$ cat config.mk
export PLATFORM = sky130hd
export DESIGN_NAME = stm_step_timing
export DESIGN_NICKNAME = d
export VERILOG_FILES = /design/src/hdl/stm_pkg.sv /design/src/hdl/stm_unit_timer.sv /design/src/hdl/stm_step_timing.sv
export SDC_FILE = /design/constraint.sdc
export NUM_CORES = 1
export LEC_CHECK = 0
export BUFFER_PORTS_ARGS = -buffer_cell sky130_fd_sc_hd__clkbuf_2
export CELL_PAD_IN_SITES_DETAIL_PLACEMENT = 0
export CELL_PAD_IN_SITES_GLOBAL_PLACEMENT = 1
export CORE_ASPECT_RATIO = 0.9
export CORE_MARGIN = 5
export CORE_UTILIZATION = 35
export CTS_CLUSTER_SIZE = 20
export DETAILED_ROUTE_END_ITERATION = 16
export MAX_ROUTING_LAYER = met4
export PLACE_DENSITY = 0.62
export SETUP_SLACK_MARGIN = 0.2
export SLEW_MARGIN = 20
export SYNTH_ARGS = -nofsm -noshare
export SYNTH_HDL_FRONTEND = slang
export SYNTH_SLANG_ARGS = --single-unit
export TNS_END_PERCENT = 20
$ cat constraint.sdc
create_clock -name SYS_CLK_I -period 4.6 [get_ports SYS_CLK_I]
set_clock_uncertainty 0.15 [all_clocks]
set_input_delay 0 -clock SYS_CLK_I [delete_from_list [all_inputs] [get_ports SYS_CLK_I]]
set_output_delay 0 -clock SYS_CLK_I [all_outputs]
set_load 0.03 [all_outputs]
$ cat src/hdl/stm_pkg.sv
// constants shared by the step timing block and its unit timer
package stm_pkg;

	// register offsets on the byte register port
	localparam logic [7:0] REG_CCW_PW_LO  = 8'h18;
	localparam logic [7:0] REG_CCW_PW_HI  = 8'h19;
	localparam logic [7:0] REG_CW_STEP_LO = 8'h1A;
	localparam logic [7:0] REG_CW_STEP_HI = 8'h1B;
	localparam logic [7:0] REG_CCW_STEP_LO = 8'h1C;
	localparam logic [7:0] REG_CCW_STEP_HI = 8'h1D;
	localparam logic [7:0] REG_CW_ROT_LO  = 8'h1E;
	localparam logic [7:0] REG_CW_ROT_HI  = 8'h1F;
	localparam int         REG_COUNT      = 8;
	localparam logic [7:0] REG_RESET      = 8'h00;

	// pulse width word layout
	localparam int PRESCALE_MSB = 15;
	localparam int PRESCALE_LSB = 13;
	localparam int WIDTH_MSB    = 12;
	localparam logic [12:0] WIDTH_MAX = 13'h1FFF;

	// timing: system clock, nominal internal clock, smallest width unit
	localparam int SYS_PERIOD_NS  = 25;
	localparam int BASE_PERIOD_NS = 1000;
	localparam int BASE_CYCLES    = BASE_PERIOD_NS / SYS_PERIOD_NS;
	localparam int MIN_UNIT_NS    = 3000;
	localparam int MIN_UNIT_TICKS = MIN_UNIT_NS / BASE_PERIOD_NS;

	typedef enum logic [1:0] {
		ST_IDLE,
		ST_ACCEL,
		ST_RUN,
		ST_DECEL
	} stm_state_t;

endpackage : stm_pkg

$ cat src/hdl/stm_unit_timer.sv
// width unit tick generator: 3 us scaled by two to the prescaler
`timescale 1ns/10ps
module stm_unit_timer (
	// clock and reset
	input  wire logic       clk_i,
	input  wire logic       rst_n_i,
	// control
	input  wire logic       en_i,
	input  wire logic [2:0] prescale_i,
	// tick out
	output logic            unit_tick_o
);

	logic [5:0]  base_cnt;
	logic [9:0]  sub_cnt;
	logic [9:0]  sub_last;
	logic        base_wrap;
	logic [15:0] gap;
	logic        gap_valid;
	logic [2:0]  prev_prescale;

	// 1 MHz internal clock from the 40 MHz system clock
	assign base_wrap = base_cnt == 6'(stm_pkg::BASE_CYCLES - 1);
	assign sub_last  = (10'(stm_pkg::MIN_UNIT_TICKS) << prescale_i)
		- 10'h001;
	assign unit_tick_o = en_i && base_wrap && sub_cnt == sub_last;

	always_ff @(posedge clk_i or negedge rst_n_i) begin
		if (!rst_n_i) begin
			base_cnt <= 6'h00;
		end else if (!en_i || base_wrap) begin
			base_cnt <= 6'h00;
		end else begin
			base_cnt <= base_cnt + 6'h01;
		end
	end

	// a lowered prescaler mid-unit can leave sub_cnt past the end
	always_ff @(posedge clk_i or negedge rst_n_i) begin
		if (!rst_n_i) begin
			sub_cnt <= 10'h000;
		end else if (!en_i || (base_wrap && sub_cnt >= sub_last)) begin
			sub_cnt <= 10'h000;
		end else if (base_wrap) begin
			sub_cnt <= sub_cnt + 10'h001;
		end
	end

	////////////////////////////////////////////////////////////////////
	// checks
	always_ff @(posedge clk_i or negedge rst_n_i) begin
		if (!rst_n_i) begin
			gap           <= 16'h0000;
			gap_valid     <= 1'b0;
			prev_prescale <= 3'h0;
		end else begin
			prev_prescale <= prescale_i;
			gap <= unit_tick_o ? 16'h0000 : gap + 16'h0001;
			if (!en_i || prescale_i != prev_prescale) begin
				gap_valid <= 1'b0;
			end else if (unit_tick_o) begin
				gap_valid <= 1'b1;
			end
		end
	end
endmodule : stm_unit_timer

$ cat src/hdl/stm_step_timing.sv
// step timing, ramp and move count registers of the motor controller
`timescale 1ns/10ps
module stm_step_timing (
	// clock and reset
	input  wire logic        SYS_CLK_I,
	input  wire logic        RST_N_I,
	// byte register port from the serial front end
	input  wire logic [7:0]  REG_ADDR_I,
	input  wire logic [7:0]  REG_WDATA_I,
	input  wire logic        REG_WR_I,
	input  wire logic        REG_RD_I,
	output logic      [7:0]  REG_RDATA_O,
	output logic             REG_HIT_O,
	// motion control from neighbouring blocks
	input  wire logic        RUN_I,
	input  wire logic        DIR_CCW_I,
	input  wire logic        RAMP_EN_I,
	input  wire logic [15:0] CW_PULSE_WIDTH_I,
	// step timing out
	output logic             STEP_O,
	output logic             STEP_DIR_CCW_O,
	output logic             BUSY_O,
	output logic      [12:0] CUR_WIDTH_O,
	// register contents for the sequencer
	output logic      [15:0] CCW_PULSE_WIDTH_O,
	output logic      [15:0] CW_STEP_COUNT_O,
	output logic      [15:0] CCW_STEP_COUNT_O,
	output logic      [15:0] CW_ROT_COUNT_O
);

	logic [7:0]          reg_file [stm_pkg::REG_COUNT];
	logic [2:0]          reg_idx;
	logic                reg_hit;
	logic [15:0]         act_pw;
	logic [2:0]          prescale;
	logic [12:0]         target;
	logic                unit_tick;
	logic                interval_done;
	logic                step_pulse;
	logic [12:0]         unit_cnt;
	logic [12:0]         cur_width;
	logic [12:0]         next_cur_width;
	stm_pkg::stm_state_t state;
	stm_pkg::stm_state_t next_state;

	////////////////////////////////////////////////////////////////////
	// register file
	assign reg_hit = REG_ADDR_I >= stm_pkg::REG_CCW_PW_LO
		&& REG_ADDR_I <= stm_pkg::REG_CW_ROT_HI;
	assign reg_idx = 3'(REG_ADDR_I - stm_pkg::REG_CCW_PW_LO);

	for (genvar i = 0; i < stm_pkg::REG_COUNT; i++) begin : g_reg
		always_ff @(posedge SYS_CLK_I or negedge RST_N_I) begin
			if (!RST_N_I) begin
				reg_file[i] <= stm_pkg::REG_RESET;
			end else if (REG_WR_I && reg_hit && reg_idx == 3'(i)) begin
				reg_file[i] <= REG_WDATA_I;
			end
		end
	end

	// unmapped reads answer zero with the hit flag low
	always_ff @(posedge SYS_CLK_I or negedge RST_N_I) begin
		if (!RST_N_I) begin
			REG_RDATA_O <= 8'h00;
			REG_HIT_O   <= 1'b0;
		end else if (REG_RD_I) begin
			REG_RDATA_O <= reg_hit ? reg_file[reg_idx] : 8'h00;
			REG_HIT_O   <= reg_hit;
		end
	end

	assign CCW_PULSE_WIDTH_O = {reg_file[1], reg_file[0]};
	assign CW_STEP_COUNT_O   = {reg_file[3], reg_file[2]};
	assign CCW_STEP_COUNT_O  = {reg_file[5], reg_file[4]};
	assign CW_ROT_COUNT_O    = {reg_file[7], reg_file[6]};

	////////////////////////////////////////////////////////////////////
	// active width word and unit timing
	assign act_pw = DIR_CCW_I ? CCW_PULSE_WIDTH_O
		: CW_PULSE_WIDTH_I;
	assign prescale = act_pw[stm_pkg::PRESCALE_MSB:
		stm_pkg::PRESCALE_LSB];
	assign target = act_pw[stm_pkg::WIDTH_MSB:0];

	stm_unit_timer u_unit (
		.clk_i       (SYS_CLK_I),
		.rst_n_i     (RST_N_I),
		.en_i        (state != stm_pkg::ST_IDLE),
		.prescale_i  (prescale),
		.unit_tick_o (unit_tick)
	);

	// interval is cur_width plus one units
	assign interval_done = unit_tick && unit_cnt >= cur_width;
	assign step_pulse = state != stm_pkg::ST_IDLE && interval_done;

	always_ff @(posedge SYS_CLK_I or negedge RST_N_I) begin
		if (!RST_N_I) begin
			unit_cnt <= 13'h0000;
		end else if (state == stm_pkg::ST_IDLE || interval_done) begin
			unit_cnt <= 13'h0000;
		end else if (unit_tick) begin
			unit_cnt <= unit_cnt + 13'h0001;
		end
	end

	////////////////////////////////////////////////////////////////////
	// ramp sequencing; ramp width moves only at step boundaries, run width follows target every cycle
	always_comb begin
		next_state     = state;
		next_cur_width = cur_width;
		case (state)
			stm_pkg::ST_IDLE: begin
				if (RUN_I && RAMP_EN_I) begin
					next_state     = stm_pkg::ST_ACCEL;
					next_cur_width = stm_pkg::WIDTH_MAX;
				end else if (RUN_I) begin
					next_state     = stm_pkg::ST_RUN;
					next_cur_width = target;
				end
			end
			stm_pkg::ST_ACCEL: begin
				if (!RUN_I) begin
					next_state = stm_pkg::ST_DECEL;
				end else if (cur_width <= target) begin
					next_state     = stm_pkg::ST_RUN;
					next_cur_width = target;
				end else if (step_pulse) begin
					next_cur_width = cur_width - 13'h0001;
				end
			end
			stm_pkg::ST_RUN: begin
				next_cur_width = target;
				if (!RUN_I && RAMP_EN_I) begin
					next_state = stm_pkg::ST_DECEL;
				end else if (!RUN_I) begin
					next_state = stm_pkg::ST_IDLE;
				end
			end
			stm_pkg::ST_DECEL: begin
				if (step_pulse && cur_width == stm_pkg::WIDTH_MAX) begin
					next_state = stm_pkg::ST_IDLE;
				end else if (step_pulse) begin
					next_cur_width = cur_width + 13'h0001;
				end
			end
			default: begin
				next_state = stm_pkg::ST_IDLE;
			end
		endcase
	end

	always_ff @(posedge SYS_CLK_I or negedge RST_N_I) begin
		if (!RST_N_I) begin
			state     <= stm_pkg::ST_IDLE;
			cur_width <= 13'h0000;
		end else begin
			state     <= next_state;
			cur_width <= next_cur_width;
		end
	end

	always_ff @(posedge SYS_CLK_I or negedge RST_N_I) begin
		if (!RST_N_I) begin
			STEP_O         <= 1'b0;
			STEP_DIR_CCW_O <= 1'b0;
		end else begin
			STEP_O <= step_pulse;
			if (step_pulse) begin
				STEP_DIR_CCW_O <= DIR_CCW_I;
			end
		end
	end

	assign BUSY_O      = state != stm_pkg::ST_IDLE;
	assign CUR_WIDTH_O = cur_width;
endmodule : stm_step_timing

After elaboration in Yosys (flattened, before gate mapping):

Index checks and enable logic that the tools add are counted.

* shifts and indexed selects: 1
* $lt $le $gt $ge: 6
* bitwise logic cells: 1
* equality and inequality tests: 21
* mux-type cells: 26
* add/sub/neg operators: 7
* reductions and logical operators: 30

Operators by type and width (count)
* 2-to-1 mux 13 bit: 9
* one-hot mux 13 bit (4 select lines): 1
* adder 13 x 1 -> 13 bit (second input constant): 2
* binary-select mux 8 bit (select 3 bit): 1
* 2-to-1 mux 8 bit: 3
* 2-to-1 mux 10 bit: 2
* logical AND 1 bit: 18
* 2-to-1 mux 16 bit: 1
* 2-to-1 mux 2 bit: 7
* equality test 13 bit (second input constant): 1
* >= comparator 13 bit: 1
* less-or-equal comparator 13 bit: 1
* subtractor 13 x 1 -> 13 bit (second input constant): 1
* equality test 3 bit (second input constant): 4
* adder 10 x 1 -> 10 bit (second input constant): 1
* equality test 10 bit: 1
* >= comparator 10 bit: 1
* << shifter 2 x 3 -> 10 bit (first input constant): 1
* subtractor 10 x 1 -> 10 bit (second input constant): 1
* != test 3 bit (second input constant): 3
* >= comparator 8 x 5 -> 1 bit (second input constant): 1
* less-or-equal comparator 8 x 5 -> 1 bit (second input constant): 1
* != test 2 bit (second input constant): 4
* one-hot mux 2 bit (4 select lines): 1
* other kinds (18): 25

* output and inout bits: 89
* bits of input ports: 39
* register bits after elaboration: 119
* word-level logic and storage cells: 109

Longest topological paths before layout:

Gate-level depths: netlist of run 1.

* word-level depth: 11
* gate-level depth with buffers: 19

By module:

From an unflattened synthesis of run 1, not the netlist that was laid out.

* cells, all modules: 714
* area, all modules: 7500.9 um^2

Modules (own cells, without submodules)
* stm_step_timing: cells each 573, area an instance 6278.5 um^2, sequential area each 2577.5 um^2, instances 1
* stm_unit_timer: cells each 141, area an instance 1222.4 um^2, sequential area each 400.4 um^2, instances 1

Least setup slack after synthesis of run 1:

OpenSTA, ideal clock, no wires.

* path type: input to register
* from: in DIR_CCW_I
* to: reg cur_width[4] (netlist: CUR_WIDTH_O[4])
* arrival time: 3.974 ns
* buffers on the path: 3
* stages: 17
* setup slack: 0.348 ns
* setup time: 0.128 ns
* data required time: 4.322 ns
* cell sequence: buf_2 > buf_1 > mux2i_1 > ha_1 > nand2_1 > ha_1 > a21oi_1 > a21oi_1 > ha_1 > nand4_1 > nor4_4 > nand3_2 > a311oi_4 > nor3_2 > nor3_2 > buf_4 > mux2_1

* longest elaborated chain between the ends: 10
* elaborated cells on any way between the ends: 18

RTL lines
* start: declaration: RTL line stm_step_timing.sv:16 `input wire logic DIR_CCW_I,`
* 2-to-1 mux 16 bit *: RTL line stm_step_timing.sv:80 `assign act_pw = DIR_CCW_I ? CCW_PULSE_WIDTH_O`
* << shifter 2 x 3 -> 10 bit *: RTL line stm_unit_timer.sv:24 `assign sub_last = (10'(stm_pkg::MIN_UNIT_TICKS) << prescale_i)`
* subtractor 10 x 1 -> 10 bit *: RTL line stm_unit_timer.sv:25 `- 10'h001;`
* equality test 10 bit *: RTL line stm_unit_timer.sv:26 `assign unit_tick_o = en_i && base_wrap && sub_cnt == sub_last;`
* logical AND 1 bit *: RTL line stm_unit_timer.sv:26
* logical AND 1 bit *: RTL line stm_step_timing.sv:95 `assign interval_done = unit_tick && unit_cnt >= cur_width;`
* logical AND 1 bit *: RTL line stm_step_timing.sv:96 `assign step_pulse = state != stm_pkg::ST_IDLE && interval_done;`
* net step_pulse: RTL line stm_step_timing.sv:39 `logic step_pulse;`
* logical AND 1 bit: RTL line stm_step_timing.sv:142 `if (step_pulse && cur_width == stm_pkg::WIDTH_MAX) begin`
* != test 2 bit (no line)
* AND reduction 5 bit (no line) *
* end signal: assignment: RTL line stm_step_timing.sv:160 `cur_width <= next_cur_width;`
* end: declaration: RTL line stm_step_timing.sv:41 `logic [12:0] cur_width;`

The timed path passes the listed nets; every way through them passes the cells marked *. The select of a mux whose other input is x is not followed.
A chain may end at the register's enable or synchronous reset.

Worst setup path in the final report of run 1:

* from: in DIR_CCW_I
* to: reg state[0]

* longest elaborated chain between the ends: 10
* elaborated cells on any way between the ends: 12

RTL lines
* 2-to-1 mux 16 bit *: RTL line stm_step_timing.sv:80
* << shifter 2 x 3 -> 10 bit: RTL line stm_unit_timer.sv:24
* subtractor 10 x 1 -> 10 bit: RTL line stm_unit_timer.sv:25
* equality test 10 bit: RTL line stm_unit_timer.sv:26
* logical AND 1 bit: RTL line stm_unit_timer.sv:26
* logical AND 1 bit: RTL line stm_step_timing.sv:95
* logical AND 1 bit: RTL line stm_step_timing.sv:96
* logical AND 1 bit: RTL line stm_step_timing.sv:142
* != test 2 bit (no line)
* AND reduction 4 bit (no line) *
* end signal: assignment: RTL line stm_step_timing.sv:156 `state <= stm_pkg::ST_IDLE;`
* end signal: assignment: RTL line stm_step_timing.sv:159 `state <= next_state;`
* end: declaration: RTL line stm_step_timing.sv:43 `stm_pkg::stm_state_t state;`

Mark *: on every way between the ends. The rest lies on a longest branch, timed or not.

==> results.sh, run 1 <==
export IMPL_setup_slack_ns=0.494
export IMPL_cts_resized=0
export IMPL_syn_avg_cell_area_sq_um=10.6
export IMPL_fin_nets=954
export IMPL_grt_max_degree=77
export IMPL_async_flop_share_pct=100
export IMPL_cts_clk_slew_worst_paths_ns=0.06
export IMPL_vdd_drop_max_mv=0.219
export IMPL_yosysSeqAreaShare_pct=39.6
export IMPL_rsz0062_at_grt="false"
export IMPL_slew_headroom_pct=31.6
export IMPL_tns_ns=0
export IMPL_vias=6326
export IMPL_yosysWarnings=0
export IMPL_dieArea_sq_um=24500
export IMPL_drt_total_wl_mm=23.9
export IMPL_grt_pass1_vias=6554
export IMPL_row_count=50
export IMPL_fmax_mhz=244
export IMPL_hold_class="input pin to flip-flop"
export IMPL_clock_root_buffer="clkbuf_16"
export IMPL_start_util_pct=35.9
export IMPL_post_drt_wl_per_cell_um=20.4
export IMPL_drv_cap=0
export IMPL_ys_seq_elements=119
export IMPL_worst_pin_slew_ns=1.02
export IMPL_stdcell_count=1168
export IMPL_numCtsBuffers=17
export IMPL_ys_types=65
export IMPL_synth_ff_type="dfrtp_1"
export IMPL_cts_sinks=119
export IMPL_p_leak_nw=4.53
export IMPL_grt_total_usage_pct=20.4
export IMPL_startpoint_type="input pin"
export IMPL_worstPathArrival_ns=4.31
export IMPL_port_buffers=127
export IMPL_critPathSlowestCell="a31oi_1"
export IMPL_die_w_um=165
export IMPL_critical_path_class="input pin to flip-flop"
export IMPL_cp_end_kind="flip-flop"
export IMPL_cp_max_fo=12
export IMPL_gp_congestion=0.915
export IMPL_grt_antenna_before_repair=0
export IMPL_cts_tree="done"
export IMPL_clkLatencyLatePin_ns=0.43
export IMPL_die_y_um=149
export IMPL_final_layout_size_suffix_gt1_share_pct=31.0
export IMPL_outcome="completed"
export IMPL_grt_pass1_wl_mm=37.7
export IMPL_io_pins=128
export IMPL_syn_area_sq_um=7520
export IMPL_coreArea_sq_um=21000
export IMPL_worstPathRequired_ns=4.81
export IMPL_synth_edf_count=0
export IMPL_clockBufferDepth=2
export IMPL_period_needed_ns=4.11
export IMPL_p_per_area_nw_per_um2=301
export IMPL_path_cells="dlygate4sd3_1, clkbuf_2, buf_4, mux2i_1, ha_1, nand3_1, o21bai_1, a311o_1, a31oi_1, nor2_1, a22o_1, a221oi_1, dlygate4sd3_1"
export IMPL_synthCells=712
export IMPL_syn_num_nets=797
export IMPL_slew_viol_final=0
export IMPL_fillers=1996
export IMPL_vias_per_cell=5.42
export IMPL_holdWs_ns=0.0213
export IMPL_drtAntennaViolNets=0
export IMPL_firstDrtPassIters=5
export IMPL_finalHoldViolCount=0
export IMPL_pre_cts_ws_ns=0.499
export IMPL_ff2ff_setup_slack_ns=0.56
export IMPL_n_antenna_cell=0
export IMPL_hpwl_mm=18.3
export IMPL_critPathMaxStageDelay_ns=0.60
export IMPL_grt_ovfl_total=0
export IMPL_setup_viol=0
export IMPL_drt_initial_drc_count=511
export IMPL_crit_top_cell="dlygate4sd3_1"
export IMPL_placed_cells=1115
export IMPL_syn2layout_area_growth_pct=24.0
export IMPL_drc=0
export IMPL_period_share_pct=89.3
export IMPL_h_tree_depth=4
final timing paths:
kind | from | end | cells after the start
min reg2reg | u_unit.base_cnt[0] | u_unit.base_cnt[0] | 1
max reg2reg | CCW_PULSE_WIDTH_O[13] | CUR_WIDTH_O[3] | 16
min | CW_PULSE_WIDTH_I[9] | CUR_WIDTH_O[9] | 4
min in group asynchronous | RST_N_I | u_unit.base_cnt[5] | 2
max | DIR_CCW_I | state[0] | 13
max in group asynchronous | RST_N_I | CCW_PULSE_WIDTH_O[2] | 3
kinds of logic after synthesis:
group                    Yosys count  synth area share (%)
flip-flops                       119                  39.6
AO/OA/AOI/OAI                    128                  11.3
multiplexers                     123                  20.2
other                              1                0.0499
buffers and inverters             53                  2.73
XOR/XNOR                          37                  4.31
adder cells (fa/ha/maj)           46                  7.65
AND/OR/NAND/NOR                  205                  14.1
cell usage after synthesis, drive strengths merged (13+ instances only):
cell type / instances / area share [%]
mux2: 71 / 11
nor3: 13 / 1.1
nor2: 56 / 2.8
a21oi: 34 / 2.3
dfrtp: 119 / 40
ha: 46 / 7.7
inv: 32 / 1.6
nand3: 22 / 1.5
clkbuf: 15 / 0.75
xnor2: 25 / 2.9
nand2: 52 / 2.6
mux4: 16 / 4.8
mux2i: 36 / 4.8
o21ai: 33 / 2.2
nand4: 14 / 1.2
final cells by class:
class                           instances  area [sq um]  area share, %
Clock buffer                           17           425           4.56
Clock inverter                         15           183           1.96
Inverter                               32           120           1.29
Multi-Input combinational cell        540          4340           46.5
Sequential cell                       119          2980           31.9
Tap cell                              286           358           3.84
Timing Repair Buffer                  159           927           9.94
sequential cells by signal (all words and copies together), names as in the netlist:
| signal | flops |
|---|---|
| CUR_WIDTH_O | 13 |
| state | 2 |
| STEP_O | 1 |
| u_unit.sub_cnt | 10 |
| unit_cnt | 13 |
| CW_STEP_COUNT_O | 16 |
| CCW_PULSE_WIDTH_O | 16 |
| CCW_STEP_COUNT_O | 16 |
| u_unit.base_cnt | 6 |
| REG_RDATA_O | 8 |
| CW_ROT_COUNT_O | 16 |
| STEP_DIR_CCW_O | 1 |
| REG_HIT_O | 1 |
placed cells by master (no fill, tap or decap), types with 3 or more instances in the layout:
cell type        n
o22ai_1         11
nor3_1           9
xor2_1          12
ha_1            46
nor2_1          55
nand4_1         13
nor4_1           3
inv_6            7
nor3_2           4
clkinv_4         3
clkbuf_2       126
mux2_1           3
buf_4           14
dfrtp_1        119
clkbuf_16       17
and2_1           5
mux2_2          68
o21ai_0         33
or3_1            5
nand2_1         52
mux4_2          16
a31oi_1          7
a21oi_1         34
a21o_1           8
nor2b_1          5
and3_1           6
a221oi_1         4
a22o_1           4
nand2b_1        12
inv_1           32
nand3_1         21
dlygate4sd3_1   18
and4_1           3
mux2i_1         36
xnor2_1         25
critical path: cells and delay by family:
family / cells / cell delay (ns)
AND/OR/NAND/NOR: 2 / 0.24
buffers and inverters: 4 / 1.68
AO/OA/AOI/OAI: 5 / 1.68
multiplexers: 1 / 0.48
adder cells (fa/ha/maj): 1 / 0.21
power breakdown:
part | switching [mW] | leakage [nW] | internal, mW
Clock | 0.570 | 0.295 | 0.820
Sequential | 0.0324 | 1.57 | 1.08
Combinational | 0.194 | 2.66 | 0.116
per-stage QoR:
step | utilization [%] | total power, mW | cell area (sq um)
5_1_grt | 44.5 | 2.91 | 9330
2_1_floorplan | - | 1.30 | 7520
6_report | 44.5 | 2.81 | 9330
3_5_place_dp | 40.6 | 1.43 | 8510
4_1_cts | 44.4 | 2.84 | 9300
3_3_place_gp | 40.6 | 1.42 | 8510
metal layers:
layer / global-route usage, % / wire length, um / vias up
li1: - / - / 2954
met1: 28.4 / 11100 / 3136
met2: 31.2 / 11300 / 213
met3: 3.45 / 1260 / 23
met4: 4.86 / 252 / 0
met5: - / 0 / -
timing repair:
action                     4_1_cts  5_1_grt
hold buffers                    18        0
hold endpoints to repair       152        0
setup endpoints to repair        0        5
setup buffers                    0        3
No activity file was read; power rests on OpenSTA's default activity.
==> run 2: changes to the inputs <==
--- a/config.mk
+++ b/config.mk
@@ -11,6 +11,7 @@
 export CORE_ASPECT_RATIO = 0.9
 export CORE_MARGIN = 5
 export CORE_UTILIZATION = 35
+export CTS_BUF_LIST = sky130_fd_sc_hd__clkbuf_8
 export CTS_CLUSTER_SIZE = 20
 export DETAILED_ROUTE_END_ITERATION = 16
 export MAX_ROUTING_LAYER = met4
==> constraint.sdc (replaced) <==
create_clock -name SYS_CLK_I -period 4.01 [get_ports SYS_CLK_I]
set_clock_uncertainty 0.15 [all_clocks]
set_input_delay 0 -clock SYS_CLK_I [delete_from_list [all_inputs] [get_ports SYS_CLK_I]]
set_output_delay 0 -clock SYS_CLK_I [all_outputs]
set_load 0.03 [all_outputs]
==> run 2 against run 1 <==
Against the previous run:
- wire length rose by 1.4%
- power fell by 2.3%
- sequential power rose by 14%
- sequential cell count did not move
- via count rose by 1.5%
- first-iteration DRC count fell by 5.5%
- critical endpoint is now CUR_WIDTH_O[3]
- non-clock buffer count rose by 11
- combinational power rose by 19%
- worst hold slack got worse by 0.0012 ns
- critical path depth rose by 1
- sequential share of layout area rose by 0.29 points
- core utilization fell by 0.38 points
==> results.sh, run 2 (synthesis gave the netlist of run 1 again) <==
export IMPL_coreArea_sq_um=21000
export IMPL_firstDrtPassIters=4
export IMPL_worstPathRequired_ns=4.19
export IMPL_critical_path_class="flip-flop to flip-flop"
export IMPL_p_leak_nw=4.49
export IMPL_r2r_cells=14
export IMPL_cp_end_kind="flip-flop"
export IMPL_tns_ns=0
export IMPL_startpoint="CCW_PULSE_WIDTH_O[14]"
export IMPL_gp_congestion=0.894
export IMPL_clockBufferDepth=2
export IMPL_numCtsBuffers=17
export IMPL_grt_total_usage_pct=20.6
export IMPL_period_needed_ns=3.63
export IMPL_path_cells="mux2i_4, ha_4, nand2_1, ha_1, xor2_1, ha_1, nand4_1, nor4_4, nand3_2, a21oi_1, a31oi_1, nor3_2, buf_6, mux2_2"
export IMPL_cp_max_fo=8
export IMPL_swShare_pct=30.8
export IMPL_p_seq_share_pct=46.3
export IMPL_ff2ff_setup_slack_ns=0.38
export IMPL_endpoint="CUR_WIDTH_O[3]"
export IMPL_drtAntennaViolNets=0
export IMPL_rsz0062_at_grt="true"
export IMPL_grt_pass1_vias=6581
export IMPL_grt_max_degree=55
export IMPL_final_cell_mix="126 x clkbuf_2, 118 x dfrtp_1, 68 x mux2_2, 55 x nor2_1, 52 x nand2_1"
export IMPL_drc=0
export IMPL_cts_tree="done"
export IMPL_worstPathArrival_ns=3.81
export IMPL_p_per_area_nw_per_um2=297
export IMPL_period_share_pct=90.5
export IMPL_vdd_drop_max_mv=0.147
export IMPL_crit_top_cell="ha_1"
export IMPL_vias=6424
export IMPL_combinationalPowerShare_pct=13.5
export IMPL_outcome="completed"
export IMPL_clkLatencyLatePin_ns=0.45
export IMPL_p_clk_share_pct=40.2
export IMPL_clock_root_buffer="clkbuf_8"
export IMPL_final_layout_size_suffix_gt1_share_pct=31.9
export IMPL_setup_slack_ns=0.382
export IMPL_post_drt_wl_per_cell_um=20.5
export IMPL_start_util_pct=35.9
export IMPL_die_w_um=165
export IMPL_timing_rr_start="CCW_PULSE_WIDTH_O[14]"
export IMPL_port_buffers=127
export IMPL_reg2reg_to="CUR_WIDTH_O[3]"
export IMPL_slew_viol_final=0
export IMPL_critPathSlowestCell="dfrtp_2"
export IMPL_grt_ovfl_total=0
export IMPL_grt_pass1_wl_mm=38.0
export IMPL_cts_clk_slew_worst_paths_ns=0.08
export IMPL_switching_power_mw=0.847
export IMPL_die_y_um=149
export IMPL_worst_pin_slew_ns=1.02
export IMPL_drt_total_wl_mm=24.2
export IMPL_n_antenna_cell=0
export IMPL_critPathMaxStageDelay_ns=0.45
export IMPL_row_count=50
export IMPL_fin_nets=965
export IMPL_power_internal_mw=1.90
export IMPL_dieArea_sq_um=24500
export IMPL_drt_initial_drc_count=483
export IMPL_finalHoldViolCount=0
export IMPL_critical_path_cell_count=14
export IMPL_io_pins=128
export IMPL_layout_commonest_cell="clkbuf_2"
export IMPL_syn2layout_area_growth_pct=23.0
export IMPL_h_tree_depth=4
export IMPL_cp_top_family="simple AND/OR/NAND/NOR gates"
export IMPL_hpwl_mm=18.4
export IMPL_cp_num_buf_inv=1
export IMPL_vias_per_cell=5.45
export IMPL_fmax_mhz=276
export IMPL_grt_antenna_before_repair=0
export IMPL_startpoint_type="flip-flop"
export IMPL_hold_class="input pin to flip-flop"
export IMPL_setup_viol=0
export IMPL_slew_headroom_pct=31.8
export IMPL_cts_sinks=119
export IMPL_pre_cts_ws_ns=0.128
export IMPL_drv_cap=0
## run 2: per-stage QoR
| stage | instance area, sq um | util, % | std cells | power, mW | hold WS (ns) |
|---|---|---|---|---|---|
| after CTS | 9240 | 44.1 | 1178 | 2.78 | 0.000483 |
| after floorplan | 7540 | - | 712 | 1.50 | -0.446 |
| after global placement | 8590 | 41.0 | 1123 | 1.64 | -0.140 |
| after detailed placement | 8590 | 41.0 | 1123 | 1.65 | -0.137 |
| final | 9250 | 44.1 | 1179 | 2.75 | 0.0200 |
| after global routing | 9250 | 44.1 | 1179 | 2.87 | 0.0635 |
## run 2: how the worst min path moves through the flow
stage	startpoint	endpoint	slack, ns	cells after the start
final	CW_PULSE_WIDTH_I[12]	CUR_WIDTH_O[12]	0.02	4
after global routing	CW_PULSE_WIDTH_I[12]	CUR_WIDTH_O[12]	0.06	4
after CTS	CW_PULSE_WIDTH_I[12]	CUR_WIDTH_O[12]	0.0005	4
after detailed placement	RST_N_I	u_unit.base_cnt[5]	-0.14	1
after global placement	RST_N_I	u_unit.base_cnt[5]	-0.14	1
after floorplan	RST_N_I	CCW_PULSE_WIDTH_O[0]	-0.45	0
## run 2: layout make-up
cell class              count  area (sq um)
clock buffers              18           248
clock inverters            14           140
fillers                  2028         11700
inverters                  32           120
multi-input cells         540          4380
flip-flops and latches    119          2980
well taps                 286           358
repair buffers            170          1030
## run 2: what timing repair did
action,in CTS,in global routing
pin swaps,0,2
endpoints found under the hold margin,144,0
setup endpoints to repair,4,10
setup buffers,1,1
resized for setup,4,1
hold buffers,22,0
## run 2: metal layers
metal  vias to the layer above  track usage (%)  share of wire [%]
met2                       177             30.5                 46
met5                         -                -                  0
li1                       2975                -                  -
met4                         0             5.90                1.2
met1                      3248             29.6                 48
met3                        24             2.96                4.3
## run 2: tightest hold or removal path, cell delays in order
cell and delay [ns]:
clkbuf_2 0.08, mux2i_1 0.12, a22o_1 0.24, mux2i_1 0.13
## run 2: power groups by stage
stage	Clock (mW)	Sequential [mW]	Combinational [mW]
finish	1.10	1.27	0.370
global route	1.18	1.28	0.404
CTS	1.13	1.27	0.374
detailed placement	0	1.30	0.349
global placement	0	1.29	0.343
floorplan	0	1.35	0.150
==> run 3: changes to the inputs <==
--- a/config.mk
+++ b/config.mk
@@ -5,6 +5,7 @@
 export SDC_FILE = /design/constraint.sdc
 export NUM_CORES = 1
 export LEC_CHECK = 0
+export ABC_AREA = 1
 export BUFFER_PORTS_ARGS = -buffer_cell sky130_fd_sc_hd__clkbuf_2
 export CELL_PAD_IN_SITES_DETAIL_PLACEMENT = 0
 export CELL_PAD_IN_SITES_GLOBAL_PLACEMENT = 1
@@ -15,7 +16,7 @@
 export CTS_CLUSTER_SIZE = 20
 export DETAILED_ROUTE_END_ITERATION = 16
 export MAX_ROUTING_LAYER = met4
-export PLACE_DENSITY = 0.62
+export PLACE_DENSITY = 0.66
 export SETUP_SLACK_MARGIN = 0.2
 export SLEW_MARGIN = 20
 export SYNTH_ARGS = -nofsm -noshare
==> run 3 against run 2 <==
Against the previous run:
- critical path depth is 5 higher
- sequential power grew 25%
- critical path type is now input pin to flip-flop
- wire length rose by 9.0%
==> results.sh, run 3 <==
export IMPL_outcome="completed"
export IMPL_clkLatencyLatePin_ns=0.45
export IMPL_r2r_cells=16
export IMPL_coreArea_sq_um=21600
export IMPL_fmax_mhz=288
export IMPL_rsz0062_at_grt="true"
export IMPL_p_leak_nw=4.76
export IMPL_drtAntennaViolNets=0
export IMPL_row_count=51
export IMPL_syn_area_sq_um=7640
export IMPL_die_w_um=166
export IMPL_grt_antenna_before_repair=2
export IMPL_holdWs_ns=0.0108
export IMPL_critical_path_class="input pin to flip-flop"
export IMPL_highest_layer="met4"
export IMPL_vias=7549
export IMPL_layout_commonest_cell="nand2_1"
export IMPL_crit_top_cell="inv_1"
export IMPL_routed_wl_met2_mm=12.6
export IMPL_async_flop_share_pct=100
export IMPL_finalHoldViolCount=0
export IMPL_grt_ovfl_total=0
export IMPL_h_tree_depth=4
export IMPL_synth_most_common_cell="nand2_1"
export IMPL_grt_pass1_vias=7481
export IMPL_grt_pass1_wl_mm=42.2
export IMPL_grt_total_usage_pct=22.1
export IMPL_synth_area_leaders="dfrtp_1 39%, nand2_1 14%, o21ai_0 8.1%, ha_1 7.5%, inv_1 5.7%"
export IMPL_grt_max_degree=63
export IMPL_critPathMaxStageDelay_ns=0.53
export IMPL_cts_tree="done"
export IMPL_pre_cts_ws_ns=0.403
export IMPL_cts_clk_slew_worst_paths_ns=0.08
export IMPL_finalPower_mw=5.23
export IMPL_slew_headroom_pct=43.9
export IMPL_holdPathStages=7
export IMPL_synth_ff_type="dfrtp_1"
export IMPL_hpwl_mm=19.5
export IMPL_clock_root_buffer="clkbuf_8"
export IMPL_fillers=2328
export IMPL_final_cell_mix="294 x nand2_1, 126 x clkbuf_2, 124 x o21ai_0, 119 x dfrtp_1, 117 x inv_1"
export IMPL_synth_largest_area_cell="dfrtp_1"
export IMPL_syn2layout_area_growth_pct=21.6
export IMPL_worstPathRequired_ns=4.18
export IMPL_tns_ns=0
export IMPL_ys_types=42
export IMPL_clockBufferDepth=2
export IMPL_synth_edf_count=0
export IMPL_syn_avg_cell_area_sq_um=7.29
export IMPL_slew_viol_final=0
export IMPL_ys_top_cells_by_count="295 x nand2_1, 124 x o21ai_0, 119 x dfrtp_1"
export IMPL_cts_sinks=119
export IMPL_numCtsBuffers=17
export IMPL_setup_viol=0
export IMPL_routed_wl_met3_mm=1.42
export IMPL_die_y_um=150
export IMPL_period_share_pct=86.7
export IMPL_drt_total_wl_mm=26.4
export IMPL_startpoint_type="input pin"
export IMPL_vdd_drop_max_mv=0.297
export IMPL_start_util_pct=35.4
export IMPL_worst_pin_slew_ns=0.841
export IMPL_post_drt_wl_per_cell_um=17.5
export IMPL_yosysWarnings=0
export IMPL_vias_per_cell=5.02
export IMPL_critPathSlowestCell="dlygate4sd3_1"
export IMPL_port_buffers=127
export IMPL_hold_class="input pin to flip-flop"
export IMPL_wl_met1_mm=11.9
export IMPL_synthCells=1048
export IMPL_io_pins=128
export IMPL_cp_end_kind="flip-flop"
export IMPL_gp_congestion=0.839
export IMPL_yosysSeqAreaShare_pct=39.0
export IMPL_drv_cap=0
export IMPL_setup_slack_ns=0.533
export IMPL_period_needed_ns=3.48
export IMPL_final_layout_size_suffix_gt1_share_pct=16.5
export IMPL_syn_num_nets=1133
export IMPL_drc=0
export IMPL_worstPathArrival_ns=3.65
export IMPL_p_per_area_nw_per_um2=563
export IMPL_fin_nets=1284
export IMPL_dieArea_sq_um=24900
export IMPL_firstDrtPassIters=5
export IMPL_cp_max_fo=11
export IMPL_ys_seq_elements=119
export IMPL_drt_initial_drc_count=444
export IMPL_path_cells="dlygate4sd3_1, clkbuf_2, inv_1, or2_2, o21ai_0, inv_1, ha_1, o22ai_1, nand3_1, xor2_1, ha_1, nand2_1, nor3_1, nand3b_1, nand2_2, inv_1, nor3_1, xnor2_1, nor2_1"
export IMPL_synth_top_area_share_pct=39.0
==> run 3: cell count changes in the layout (fill, tap and decap cells not counted), moves of 17 or more <==
| cell | delta |
|---|---|
| nand2_1 | +242 |
| o21ai_0 | +91 |
| inv_1 | +85 |
| mux2_2 | -68 |
| nand3_1 | +66 |
| mux2i_1 | -34 |
| o22ai_1 | +24 |
| xnor2_1 | -17 |
==> run 3: path summary, 6_finish.rpt <==
path	from	to	slack, ns
max	DIR_CCW_I	unit_cnt[10]	0.53
min	CW_PULSE_WIDTH_I[0]	CUR_WIDTH_O[0]	0.01
max reg2reg	CCW_PULSE_WIDTH_O[13]	unit_cnt[10]	0.60
min reg2reg	u_unit.base_cnt[0]	u_unit.base_cnt[0]	0.31
max in group asynchronous	RST_N_I	CUR_WIDTH_O[3]	2.85
min in group asynchronous	RST_N_I	CCW_STEP_COUNT_O[12]	0.02
==> run 3: power breakdown <==
group	leakage (nW)	internal (mW)	switching [mW]
Sequential	1.62	1.35	0.236
Clock	0.214	0.581	0.610
Combinational	2.93	0.800	1.65
Total	4.76	2.73	2.50
==> run 3: timing repair <==
item,CTS,global route
gates resized for setup,0,2
hold endpoints to repair,147,0
endpoints found under the setup margin,0,19
buffers inserted,0,1
hold buffers,29,0
==> run 3: through the flow <==
| stage | std cells | utilization [%] | area [sq um] |
|---|---|---|---|
| final | 1505 | 43.1 | 9300 |
| after global routing | 1505 | 43.1 | 9300 |
| after CTS | 1502 | 43.0 | 9270 |
| after detailed placement | 1441 | 39.7 | 8560 |
| after global placement | 1441 | 39.7 | 8560 |
| after floorplan | 1048 | - | 7640 |
==> run 3: layer usage <==
layer  up-vias  GRT usage [%]
li1       3747              -
met1      3553           27.8
met2       214           36.2
met3        35           5.20
met4         0           5.81
met5         -              -
==> run 3: cell families (layout without fill, tap and decap cells) <==
kind of cell | Yosys count | in the layout | share of synthesized area (%)
flops | 119 | 119 | 39.0
other cells | 1 | 3 | 0.0491
fa+ha+maj | 46 | 46 | 7.53
simple gates | 498 | 498 | 28.0
compound gates | 198 | 198 | 14.0
xor+xnor | 26 | 26 | 2.98
buf+inv | 160 | 324 | 8.46
==> run 3: critical path: cells and delay by family <==
kind | cells | cell delay, ns
buffers and inverters | 5 | 1.26
AOI/OAI and AO/OA | 2 | 0.33
and+or+nand+nor | 8 | 1.24
xor gates and xnor gates | 2 | 0.29
adders and majority gates | 2 | 0.51
==> run 3: area by class of cell <==
type                       instances  area, sq um  share of cell area, %
multi-input combinational        769         4020                   43.3
sequential                       119         2980                   32.0
timing repair buffer             169         1050                   11.3
inverter                         123          462                   4.97
tap                              291          364                   3.92
clock buffer                      17          234                   2.52
clock inverter                    15          180                   1.94
antenna                            2         5.00                 0.0538
